**src/verilog/pewc_consts.vh**
```
// constants for the parallel eeprom write controller
// Overview of operation
// - host keeps address bits six to fourteen fixed through a page load
// - host starts each next byte load within 50 us of previous one
// - host writes three command bytes before data while protected
// - host always follows an unlock sequence with a data write
// - a six-write sequence clears protection after one write cycle time
// - host issues each command sequence without intervening accesses
`ifndef PEWC_CONSTS_VH
`define PEWC_CONSTS_VH
`define PEWC_CLK_NS 8
`define PEWC_STROBE_NS 100
`define PEWC_STROBE_CYC ((`PEWC_STROBE_NS + `PEWC_CLK_NS - 1) / `PEWC_CLK_NS)
`define PEWC_SETUP_NS 40
`define PEWC_SETUP_CYC ((`PEWC_SETUP_NS + `PEWC_CLK_NS - 1) / `PEWC_CLK_NS)
`define PEWC_LOAD_US 100
`define PEWC_LOAD_CYC ((`PEWC_LOAD_US * 1000) / `PEWC_CLK_NS)
`define PEWC_GAP_US 50
`define PEWC_GAP_CYC ((`PEWC_GAP_US * 1000) / `PEWC_CLK_NS)
`define PEWC_WC_MS 10
`define PEWC_WC_CYC ((`PEWC_WC_MS * 1000000) / `PEWC_CLK_NS)
`define PEWC_PAGE_MAX 64
`define PEWC_DQ7_BIT 7
`define PEWC_DQ6_BIT 6
`define PEWC_CMD_NONE 2'h0
`define PEWC_CMD_READ 2'h1
`define PEWC_CMD_WRITE 2'h2
`define PEWC_CMD_POLL 2'h3
`endif

```
**src/verilog/pewc_cycle.v**
```verilog
// one strobed bus cycle on the memory pins
`timescale 1ns/100ps
module pewc_cycle #(
	parameter STROBE_CYC = 13,
	parameter SETUP_CYC = 5
) (
	input wire clk,
	input wire nrst,
	// request
	input wire go,
	input wire is_write,
	input wire [14:0] addr,
	input wire [7:0] wdata,
	output wire idle,
	output reg done,
	output reg [7:0] rdata,
	// pins
	output reg [14:0] pin_addr,
	output reg pin_sel_n,
	output reg pin_gate_n,
	output reg pin_wr_n,
	output reg [7:0] pin_dq_out,
	output reg pin_dq_oe,
	input wire [7:0] pin_dq_in
);
	localparam S_IDLE = 2'h0;
	localparam S_SETUP = 2'h1;
	localparam S_STROBE = 2'h2;
	localparam S_HOLD = 2'h3;
	reg [1:0] state;
	reg [7:0] cnt;
	reg wr;
	reg [7:0] dq_s1;
	reg [7:0] dq_s2;
	assign idle = (state == S_IDLE);
	always @(posedge clk or negedge nrst) begin
		if (!nrst) begin
			dq_s1 <= 8'h00;
			dq_s2 <= 8'h00;
		end else begin
			dq_s1 <= pin_dq_in;
			dq_s2 <= dq_s1;
		end
	end
	always @(posedge clk or negedge nrst) begin
		if (!nrst) begin
			state <= S_IDLE;
			cnt <= 8'h00;
			wr <= 1'b0;
			done <= 1'b0;
			rdata <= 8'h00;
			pin_addr <= 15'h0000;
			pin_sel_n <= 1'b1;
			pin_gate_n <= 1'b1;
			pin_wr_n <= 1'b1;
			pin_dq_out <= 8'h00;
			pin_dq_oe <= 1'b0;
		end else begin
			done <= 1'b0;
			case (state)
			S_IDLE: begin
				if (go) begin
					// address settles before select falls
					pin_addr <= addr;
					pin_dq_out <= wdata;
					wr <= is_write;
					pin_dq_oe <= is_write;
					pin_gate_n <= 1'b1;
					cnt <= SETUP_CYC[7:0];
					state <= S_SETUP;
				end
			end
			S_SETUP: begin
				if (cnt == 8'h00) begin
					pin_sel_n <= 1'b0;
					if (wr)
						pin_wr_n <= 1'b0;
					else
						pin_gate_n <= 1'b0;
					cnt <= STROBE_CYC[7:0];
					state <= S_STROBE;
				end else
					cnt <= cnt - 8'h01;
			end
			S_STROBE: begin
				if (cnt == 8'h00) begin
					// read data waited through the two-stage sync
					if (!wr)
						rdata <= dq_s2;
					pin_wr_n <= 1'b1;
					pin_gate_n <= 1'b1;
					pin_sel_n <= 1'b1;
					cnt <= SETUP_CYC[7:0];
					state <= S_HOLD;
				end else
					cnt <= cnt - 8'h01;
			end
			S_HOLD: begin
				// data held past rising strobe, then bus released
				if (cnt == 8'h00) begin
					pin_dq_oe <= 1'b0;
					done <= 1'b1;
					state <= S_IDLE;
				end else
					cnt <= cnt - 8'h01;
			end
			default: state <= S_IDLE;
			endcase
		end
	end
endmodule // pewc_cycle

```
**src/verilog/pewc_ctrl.v**
```verilog
// host controller for a byte-wide self-timed eeprom
`timescale 1ns/100ps
`include "pewc_consts.vh"
module pewc_ctrl #(
	parameter LOAD_CYC = `PEWC_LOAD_CYC,
	parameter GAP_CYC = `PEWC_GAP_CYC,
	parameter WC_CYC = `PEWC_WC_CYC,
	parameter PROTECT = 1'b0,
	parameter [14:0] CMD_ADDR1 = 15'h5555,
	parameter [14:0] CMD_ADDR2 = 15'h2AAA,
	parameter [7:0] CMD_DATA1 = 8'hAA,
	parameter [7:0] CMD_DATA2 = 8'h55,
	parameter [7:0] CMD_LOCK = 8'hA0,
	parameter [7:0] CMD_DIS1 = 8'h80,
	parameter [7:0] CMD_DIS2 = 8'h20
) (
	// clock and reset
	input wire CLK,
	input wire NRST,
	// user request
	input wire [1:0] CMD,
	input wire [14:0] ADDR,
	input wire [7:0] WDATA,
	input wire LAST,
	input wire UNPROTECT,
	output wire READY,
	output reg DONE,
	output reg [7:0] RDATA,
	output reg BUSY,
	output reg TIMEOUT,
	output reg PAGE_ERR,
	// memory pins
	output wire [14:0] WORD_ADDRESS_LINES,
	output wire CHIP_SELECT_N,
	output wire OUTPUT_GATE_N,
	output wire WRITE_STROBE_N,
	output wire [7:0] BYTE_DATA_LINES_OUT,
	output wire BYTE_DATA_LINES_OE,
	input wire [7:0] BYTE_DATA_LINES_IN
);
	localparam S_IDLE = 3'h0;
	localparam S_PRE = 3'h1;
	localparam S_DATA = 3'h2;
	localparam S_GAP = 3'h3;
	localparam S_POLL = 3'h4;
	localparam S_READ = 3'h5;
	localparam S_DIS = 3'h6;
	reg [2:0] state;
	reg [2:0] pre_idx;
	reg [2:0] pre_len;
	reg [6:0] page_cnt;
	reg [8:0] page_base;
	reg [7:0] last_data;
	reg [14:0] last_addr;
	reg [31:0] tmr;
	reg [31:0] wc_tmr;
	reg first_poll;
	reg [7:0] prev_poll;
	reg cyc_go;
	reg cyc_wr;
	reg [14:0] cyc_addr;
	reg [7:0] cyc_wdata;
	wire cyc_idle;
	wire cyc_done;
	wire [7:0] cyc_rdata;
	reg [14:0] seq_addr;
	reg [7:0] seq_data;
	// command sequence step table
	always @* begin
		seq_addr = CMD_ADDR1;
		seq_data = CMD_DATA1;
		case (pre_idx)
		3'h0: begin seq_addr = CMD_ADDR1; seq_data = CMD_DATA1; end
		3'h1: begin seq_addr = CMD_ADDR2; seq_data = CMD_DATA2; end
		3'h2: begin seq_addr = CMD_ADDR1; seq_data = CMD_DIS1; end
		3'h3: begin seq_addr = CMD_ADDR1; seq_data = CMD_DATA1; end
		3'h4: begin seq_addr = CMD_ADDR2; seq_data = CMD_DATA2; end
		3'h5: begin seq_addr = CMD_ADDR1; seq_data = CMD_DIS2; end
		default: begin seq_addr = CMD_ADDR1; seq_data = CMD_DATA1; end
		endcase
		if (pre_len == 3'h3 && pre_idx == 3'h2)
			seq_data = CMD_LOCK;
	end
	pewc_cycle #(
		.STROBE_CYC(`PEWC_STROBE_CYC),
		.SETUP_CYC(`PEWC_SETUP_CYC)
	) u_cycle (
		.clk(CLK),
		.nrst(NRST),
		.go(cyc_go),
		.is_write(cyc_wr),
		.addr(cyc_addr),
		.wdata(cyc_wdata),
		.idle(cyc_idle),
		.done(cyc_done),
		.rdata(cyc_rdata),
		.pin_addr(WORD_ADDRESS_LINES),
		.pin_sel_n(CHIP_SELECT_N),
		.pin_gate_n(OUTPUT_GATE_N),
		.pin_wr_n(WRITE_STROBE_N),
		.pin_dq_out(BYTE_DATA_LINES_OUT),
		.pin_dq_oe(BYTE_DATA_LINES_OE),
		.pin_dq_in(BYTE_DATA_LINES_IN)
	);
	// a request is taken only in idle or in the byte load gap, with no bus cycle in flight
	assign READY = (state == S_IDLE || state == S_GAP) && cyc_idle && !cyc_go;
	always @(posedge CLK or negedge NRST) begin
		if (!NRST) begin
			state <= S_IDLE;
			pre_idx <= 3'h0;
			pre_len <= 3'h0;
			page_cnt <= 7'h00;
			page_base <= 9'h000;
			last_data <= 8'h00;
			last_addr <= 15'h0000;
			tmr <= 32'h0;
			wc_tmr <= 32'h0;
			first_poll <= 1'b0;
			prev_poll <= 8'h00;
			cyc_go <= 1'b0;
			cyc_wr <= 1'b0;
			cyc_addr <= 15'h0000;
			cyc_wdata <= 8'h00;
			DONE <= 1'b0;
			RDATA <= 8'h00;
			BUSY <= 1'b0;
			TIMEOUT <= 1'b0;
			PAGE_ERR <= 1'b0;
		end else begin
			cyc_go <= 1'b0;
			DONE <= 1'b0;
			if (state == S_GAP || state == S_POLL)
				tmr <= tmr + 32'h1;
			case (state)
			S_IDLE: begin
				if (UNPROTECT) begin
					pre_idx <= 3'h0;
					pre_len <= 3'h6;
					TIMEOUT <= 1'b0;
					BUSY <= 1'b1;
					state <= S_DIS;
				end else if (CMD == `PEWC_CMD_READ || CMD == `PEWC_CMD_POLL) begin
					cyc_go <= 1'b1;
					cyc_wr <= 1'b0;
					cyc_addr <= ADDR;
					state <= S_READ;
				end else if (CMD == `PEWC_CMD_WRITE) begin
					page_base <= ADDR[14:6];
					page_cnt <= 7'h00;
					PAGE_ERR <= 1'b0;
					TIMEOUT <= 1'b0;
					last_addr <= ADDR;
					last_data <= WDATA;
					BUSY <= 1'b1;
					pre_idx <= 3'h0;
					pre_len <= PROTECT ? 3'h3 : 3'h0;
					state <= PROTECT ? S_PRE : S_DATA;
				end
			end
			S_PRE, S_DIS: begin
				if (cyc_idle && !cyc_go) begin
					if (pre_idx == pre_len) begin
						if (state == S_DIS) begin
							// poll until the toggle bit settles, at most one write cycle time
							// first read only seeds the toggle compare
							tmr <= 32'h0;
							first_poll <= 1'b1;
							wc_tmr <= 32'h0;
							state <= S_POLL;
						end else
							state <= S_DATA;
					end else begin
						// back to back, no other access
						cyc_go <= 1'b1;
						cyc_wr <= 1'b1;
						cyc_addr <= seq_addr;
						cyc_wdata <= seq_data;
						pre_idx <= pre_idx + 3'h1;
					end
				end
			end
			S_DATA: begin
				if (cyc_idle && !cyc_go) begin
					cyc_go <= 1'b1;
					cyc_wr <= 1'b1;
					cyc_addr <= last_addr;
					cyc_wdata <= last_data;
					page_cnt <= page_cnt + 7'h01;
					tmr <= 32'h0;
					state <= S_GAP;
				end
			end
			S_GAP: begin
				// next strobe falls within the byte load window
				if (cyc_idle && !cyc_go && CMD == `PEWC_CMD_WRITE && !LAST
				    && page_cnt < `PEWC_PAGE_MAX && tmr < GAP_CYC) begin
					if (ADDR[14:6] != page_base)
						PAGE_ERR <= 1'b1;
					else begin
						last_addr <= ADDR;
						last_data <= WDATA;
						state <= S_DATA;
					end
				end else if (cyc_idle && !cyc_go && (LAST || tmr >= GAP_CYC
				    || page_cnt == `PEWC_PAGE_MAX)) begin
					// silence past the window starts programming
					tmr <= 32'h0;
					// a stale count would cut the next timeout short
					wc_tmr <= 32'h0;
					first_poll <= 1'b1;
					state <= S_POLL;
				end
			end
			S_POLL: begin
				if (tmr > LOAD_CYC && cyc_idle && !cyc_go) begin
					cyc_go <= 1'b1;
					cyc_wr <= 1'b0;
					cyc_addr <= last_addr;
				end
				if (cyc_done) begin
					prev_poll <= cyc_rdata;
					first_poll <= 1'b0;
					if (!first_poll
					    && cyc_rdata[`PEWC_DQ6_BIT] == prev_poll[`PEWC_DQ6_BIT]
					    && (pre_len == 3'h6 || cyc_rdata[`PEWC_DQ7_BIT]
					    == last_data[`PEWC_DQ7_BIT])) begin
						BUSY <= 1'b0;
						DONE <= 1'b1;
						state <= S_IDLE;
					end
				end
				wc_tmr <= wc_tmr + 32'h1;
				if (wc_tmr >= WC_CYC) begin
					TIMEOUT <= 1'b1;
					BUSY <= 1'b0;
					DONE <= 1'b1;
					state <= S_IDLE;
				end
			end
			S_READ: begin
				if (cyc_done) begin
					RDATA <= cyc_rdata;
					DONE <= 1'b1;
					state <= S_IDLE;
				end
			end
			default: state <= S_IDLE;
			endcase
		end
	end
endmodule // pewc_ctrl

```
**config.mk**
```make
export PLATFORM = sky130hd
export DESIGN_NAME = pewc_ctrl
export DESIGN_NICKNAME = d
export VERILOG_FILES = /design/src/verilog/pewc_cycle.v /design/src/verilog/pewc_ctrl.v
export VERILOG_INCLUDE_DIRS = /design/src /design/src/verilog
export SDC_FILE = /design/constraint.sdc
export NUM_CORES = 1
export LEC_CHECK = 0
export BUFFER_PORTS_ARGS = -buffer_cell sky130_fd_sc_hd__buf_2
export CAP_MARGIN = 10
export CELL_PAD_IN_SITES_DETAIL_PLACEMENT = 1
export CELL_PAD_IN_SITES_GLOBAL_PLACEMENT = 1
export CORE_ASPECT_RATIO = 2
export CORE_UTILIZATION = 52
export CTS_CLUSTER_DIAMETER = 40
export DETAILED_ROUTE_END_ITERATION = 16
export PLACE_DENSITY = 0.85
export SETUP_SLACK_MARGIN = 0.5
export SYNTH_ARGS = -nofsm -noshare
export SYNTH_HDL_FRONTEND = slang
export SYNTH_HIERARCHICAL = 1
export SYNTH_SLANG_ARGS = --single-unit
export TNS_END_PERCENT = 50
```
**constraint.sdc**
```tcl
create_clock -name CLK -period 6.9 [get_ports CLK]
set_input_delay 0.345 -clock CLK [delete_from_list [all_inputs] [get_ports CLK]]
set_output_delay 0.345 -clock CLK [all_outputs]
set_load 0.005 [all_outputs]
```
==> flow_summary_export.csv <==
group,metric,value,unit
run_status,status,"completed",
logic_synthesis,yosys_warnings,6,
place,placed_cell_area,11300,um^2
logic_synthesis,netlist_instances,1035,
worst_setup_path,rr_endpoint,"cyc_addr[5]$_DFFE_PN0P_",
worst_setup_path,r2r-start,"state[2]$_DFFE_PN0P_",
place,numPortBuffers,76,
logic_synthesis,syn_area_per_cell,10.4,um^2
timing,worstMarginPinSlew,1.19,ns
clock_tree,cts_tree,"built",
min_path,hold_class,"in -> reg",
place,gp_congestion,0.802,
detailed_routing,routedWlPerCell,21.1,um
logic_synthesis,yosysUniqueCellTypes,78,
detailed_routing,drc,0,
worst_setup_path,path_class,"reg -> reg",
finish,nNetsFinal,1155,
logic_synthesis,synth_edf_count,0,
power,p_leak,5.62,nW
global_routing,grt_overflow,0,
global_routing,antenna_found_initial,0,
logic_synthesis,synth_ff_type,"dfrtp_1",
timing,clock_skew,0.0177,ns
clock_tree,cts_root_buffer,"clkbuf_16",
min_path,hold_start,"WDATA[3]",
logic_synthesis,synth_common_cells,"dfrtp_1, nor2_1, o21ai_0, mux2_2, nand2_1",
place,hpwlAfterDp,19100,um
clock_tree,cts_setup_buffers,0,
detailed_routing,firstDrtPassIters,5,
power,powerDensity,209,nW/um^2
clock_tree,cts_inserted_buffers,23,
worst_setup_path,reg2reg_slack,3.17,ns
power,power.switching,0.000586,W
logic_synthesis,yosysSeqAreaShare,0.494,
clock_tree,cts.clk_slew.worst_paths,0.07,ns
clock_tree,clockBufferDepth,3,
timing,finalHoldViolCount,0,
floorplanning,fp.dieArea,21300,um^2
worst_setup_path,start_kind,"flop",
clock_tree,clk_latency,0.53,ns
min_path,min_to,"last_data[3]$_DFFE_PN0P_",
timing,fin_crit_sh,0.541,
detailed_routing,wl,29200,um
worst_setup_path,path_max_fanout,56,
logic_synthesis,synth.most_common_cell,"dfrtp_1",
timing,grt_setup_unrepaired,"no",
power,p_clk_frac,0.483,
logic_synthesis,yosys_register_bits,212,
finish,final_area,12100,um^2
global_routing,grt_pass1_vias,9323,
detailed_routing,antenna_left,0,
power,seqPwrFrac,0.493,
timing,max_slew_margin,0.201,
timing,setup_violations,0,
finish,drive_gt1_frac,0.222,
timing,min_period,3.73,ns
logic_synthesis,syn_nets,1087,
timing,slew_viol_final,0,
logic_synthesis,synth_area,10700,um^2
timing,max_freq,268,MHz
global_routing,grt_pass1_wl,48400,um
logic_synthesis,netlist.top_cell.by_area,"dfrtp_1",
detailed_routing,vias,8458,
floorplanning,core_area,20400,um^2
flow_run,maxCapViolations,0,
min_path,hold_path_depth,2,
power,swShare,0.231,
power,vdd_drop_max,0.000242,V
power,pwr-share-comb,0.024,
logic_synthesis,yosysTopAreaCellShare,0.487,
finish,syn_to_final_growth,13.1,%
worst_setup_path,worstPathArrival,4.14,ns
worst_setup_path,worstSetupEndpointType,"flop",
power,internal_power,0.00195,W
clock_tree,htree_levels,1,
finish,diodes,0,
global_routing,grt_max_degree,81,
detailed_routing,initialDrtViolationCount,402,
detailed_routing,avgViaCountPerCell,6.11,
worst_setup_path,reg2regPathDepth,5,
floorplanning,start_util,0.527,
clock_tree,cts_sinks,212,
timing,fin_tns_setup,0,ns
worst_setup_path,cp.required,7.30,ns
floorplanning,die_h,205,um
logic_synthesis,async_flop_share,1.00,
logic_synthesis,synth.area.top_cells,"dfrtp_1, mux2_2, o21ai_0",
floorplanning,die_w,104,um
global_routing,grt_usage,0.286,
floorplanning,ios,77,
floorplanning,rows,74,
==> sequential cells by signal, summed over array words and instances (netlist names), 2 cells and up <==
| register | count |
|---|---|
| page_cnt | 7 |
| cyc_addr | 15 |
| pre_idx | 3 |
| u_cycle/cnt | 8 |
| u_cycle/pin_dq_out | 8 |
| page_base | 9 |
| cyc_wdata | 8 |
| u_cycle/state | 2 |
| u_cycle/pin_addr | 15 |
| RDATA | 8 |
| last_addr | 15 |
| last_data | 8 |
| state | 3 |
| u_cycle/dq_s1 | 8 |
| tmr | 32 |
| wc_tmr | 32 |
| u_cycle/rdata | 8 |
| u_cycle/dq_s2 | 8 |
==> how the worst max path moves through the flow <==
stage                     cells past startpoint  slack [ns]                  from                        end
after floorplan                               7        4.18     tmr[19]$_DFF_PN0_  last_addr[10]$_DFFE_PN0P_
after global placement                        5        3.40  state[2]$_DFFE_PN0P_   cyc_addr[13]$_DFFE_PN0P_
after detailed placement                      5        3.28  state[2]$_DFFE_PN0P_    cyc_addr[8]$_DFFE_PN0P_
after CTS                                     5        3.18  state[2]$_DFFE_PN0P_    cyc_addr[5]$_DFFE_PN0P_
after global routing                          5        3.02  state[2]$_DFFE_PN0P_    cyc_addr[5]$_DFFE_PN0P_
final                                         5        3.17  state[2]$_DFFE_PN0P_    cyc_addr[5]$_DFFE_PN0P_
==> cell usage in the layout (no fill, tap or decap), types with 14 or more instances in the layout <==
cell	synthesis	layout
dfrtp_1	209	208
nor2_1	102	102
o21ai_0	96	96
mux2_2	77	77
buf_2	2	75
nand2_1	60	60
a21oi_1	33	32
inv_1	31	31
xor2_1	29	29
nor3_1	28	28
nand3_1	25	25
a31oi_1	23	23
clkbuf_16	0	23
nand4_1	21	21
mux2_4	20	20
o211ai_1	19	19
xnor2_1	17	17
ha_1	15	15
nor4_1	14	14
==> final cells by class <==
| cell class | count | area [um^2] |
|---|---|---|
| clock buffer | 27 | 611 |
| timing repair buffer | 95 | 554 |
| inverter | 31 | 116 |
| fill | 2238 | 8230 |
| tap | 266 | 333 |
| sequential | 212 | 5310 |
| clock inverter | 13 | 123 |
| multi-input combinational | 740 | 5100 |
==> power groups by stage <==
stage | clock network, W | logic, W | registers [W]
after floorplan | 0 | 0.0000105 | 0.00127
after global placement | 0 | 0.0000561 | 0.00127
after detailed placement | 0 | 0.0000567 | 0.00127
after CTS | 0.00125 | 0.0000618 | 0.00125
after global routing | 0.00129 | 0.0000677 | 0.00125
final | 0.00122 | 0.0000600 | 0.00125
==> metal layers <==
| layer | up-vias | global-route usage | part of all wire |
|---|---|---|---|
| li1 | 3878 | - | - |
| met1 | 4340 | 0.308 | 0.38 |
| met2 | 158 | 0.547 | 0.55 |
| met3 | 82 | 0.0272 | 0.023 |
| met4 | 0 | 0.153 | 0.048 |
| met5 | - | 0 | 0 |
==> logic make-up (layout without fill, tap and decap cells) <==
group	count (synthesis)	after routing	share of synthesized area
simple gates	325	325	0.153
compound gates	252	252	0.152
flops	212	212	0.494
mux	102	102	0.113
buf+inv	83	166	0.0320
xor+xnor	46	46	0.0375
fa+ha+maj	15	15	0.0175
==> worst max-delay path, stage by stage, from the launching register on <==
cell and delay (ns):
dfrtp_2 1.04, nand2_1 0.88, a2111oi_0 0.96, a311oi_2 0.10
buf_4 0.28, mux2_2 0.34
==> timing repair <==
item	CTS	global route
hold buffers	9	0
gates resized for setup	0	0
endpoints found under the hold margin	66	0
==> metrics by stage <==
stage	hold slack, ns	power [W]	utilization	setup WS (ns)	instances
4_1_cts	0.0298	0.00256	0.596	3.18	1384
2_1_floorplan	0.0494	0.00128	-	4.18	1035
5_1_grt	0.0427	0.00260	0.596	3.02	1384
6_report	0.0508	0.00253	0.596	3.17	1384
3_5_place_dp	0.339	0.00133	0.556	3.28	1335
3_3_place_gp	0.334	0.00133	0.556	3.40	1335
Power figures use the tool's default switching activity.
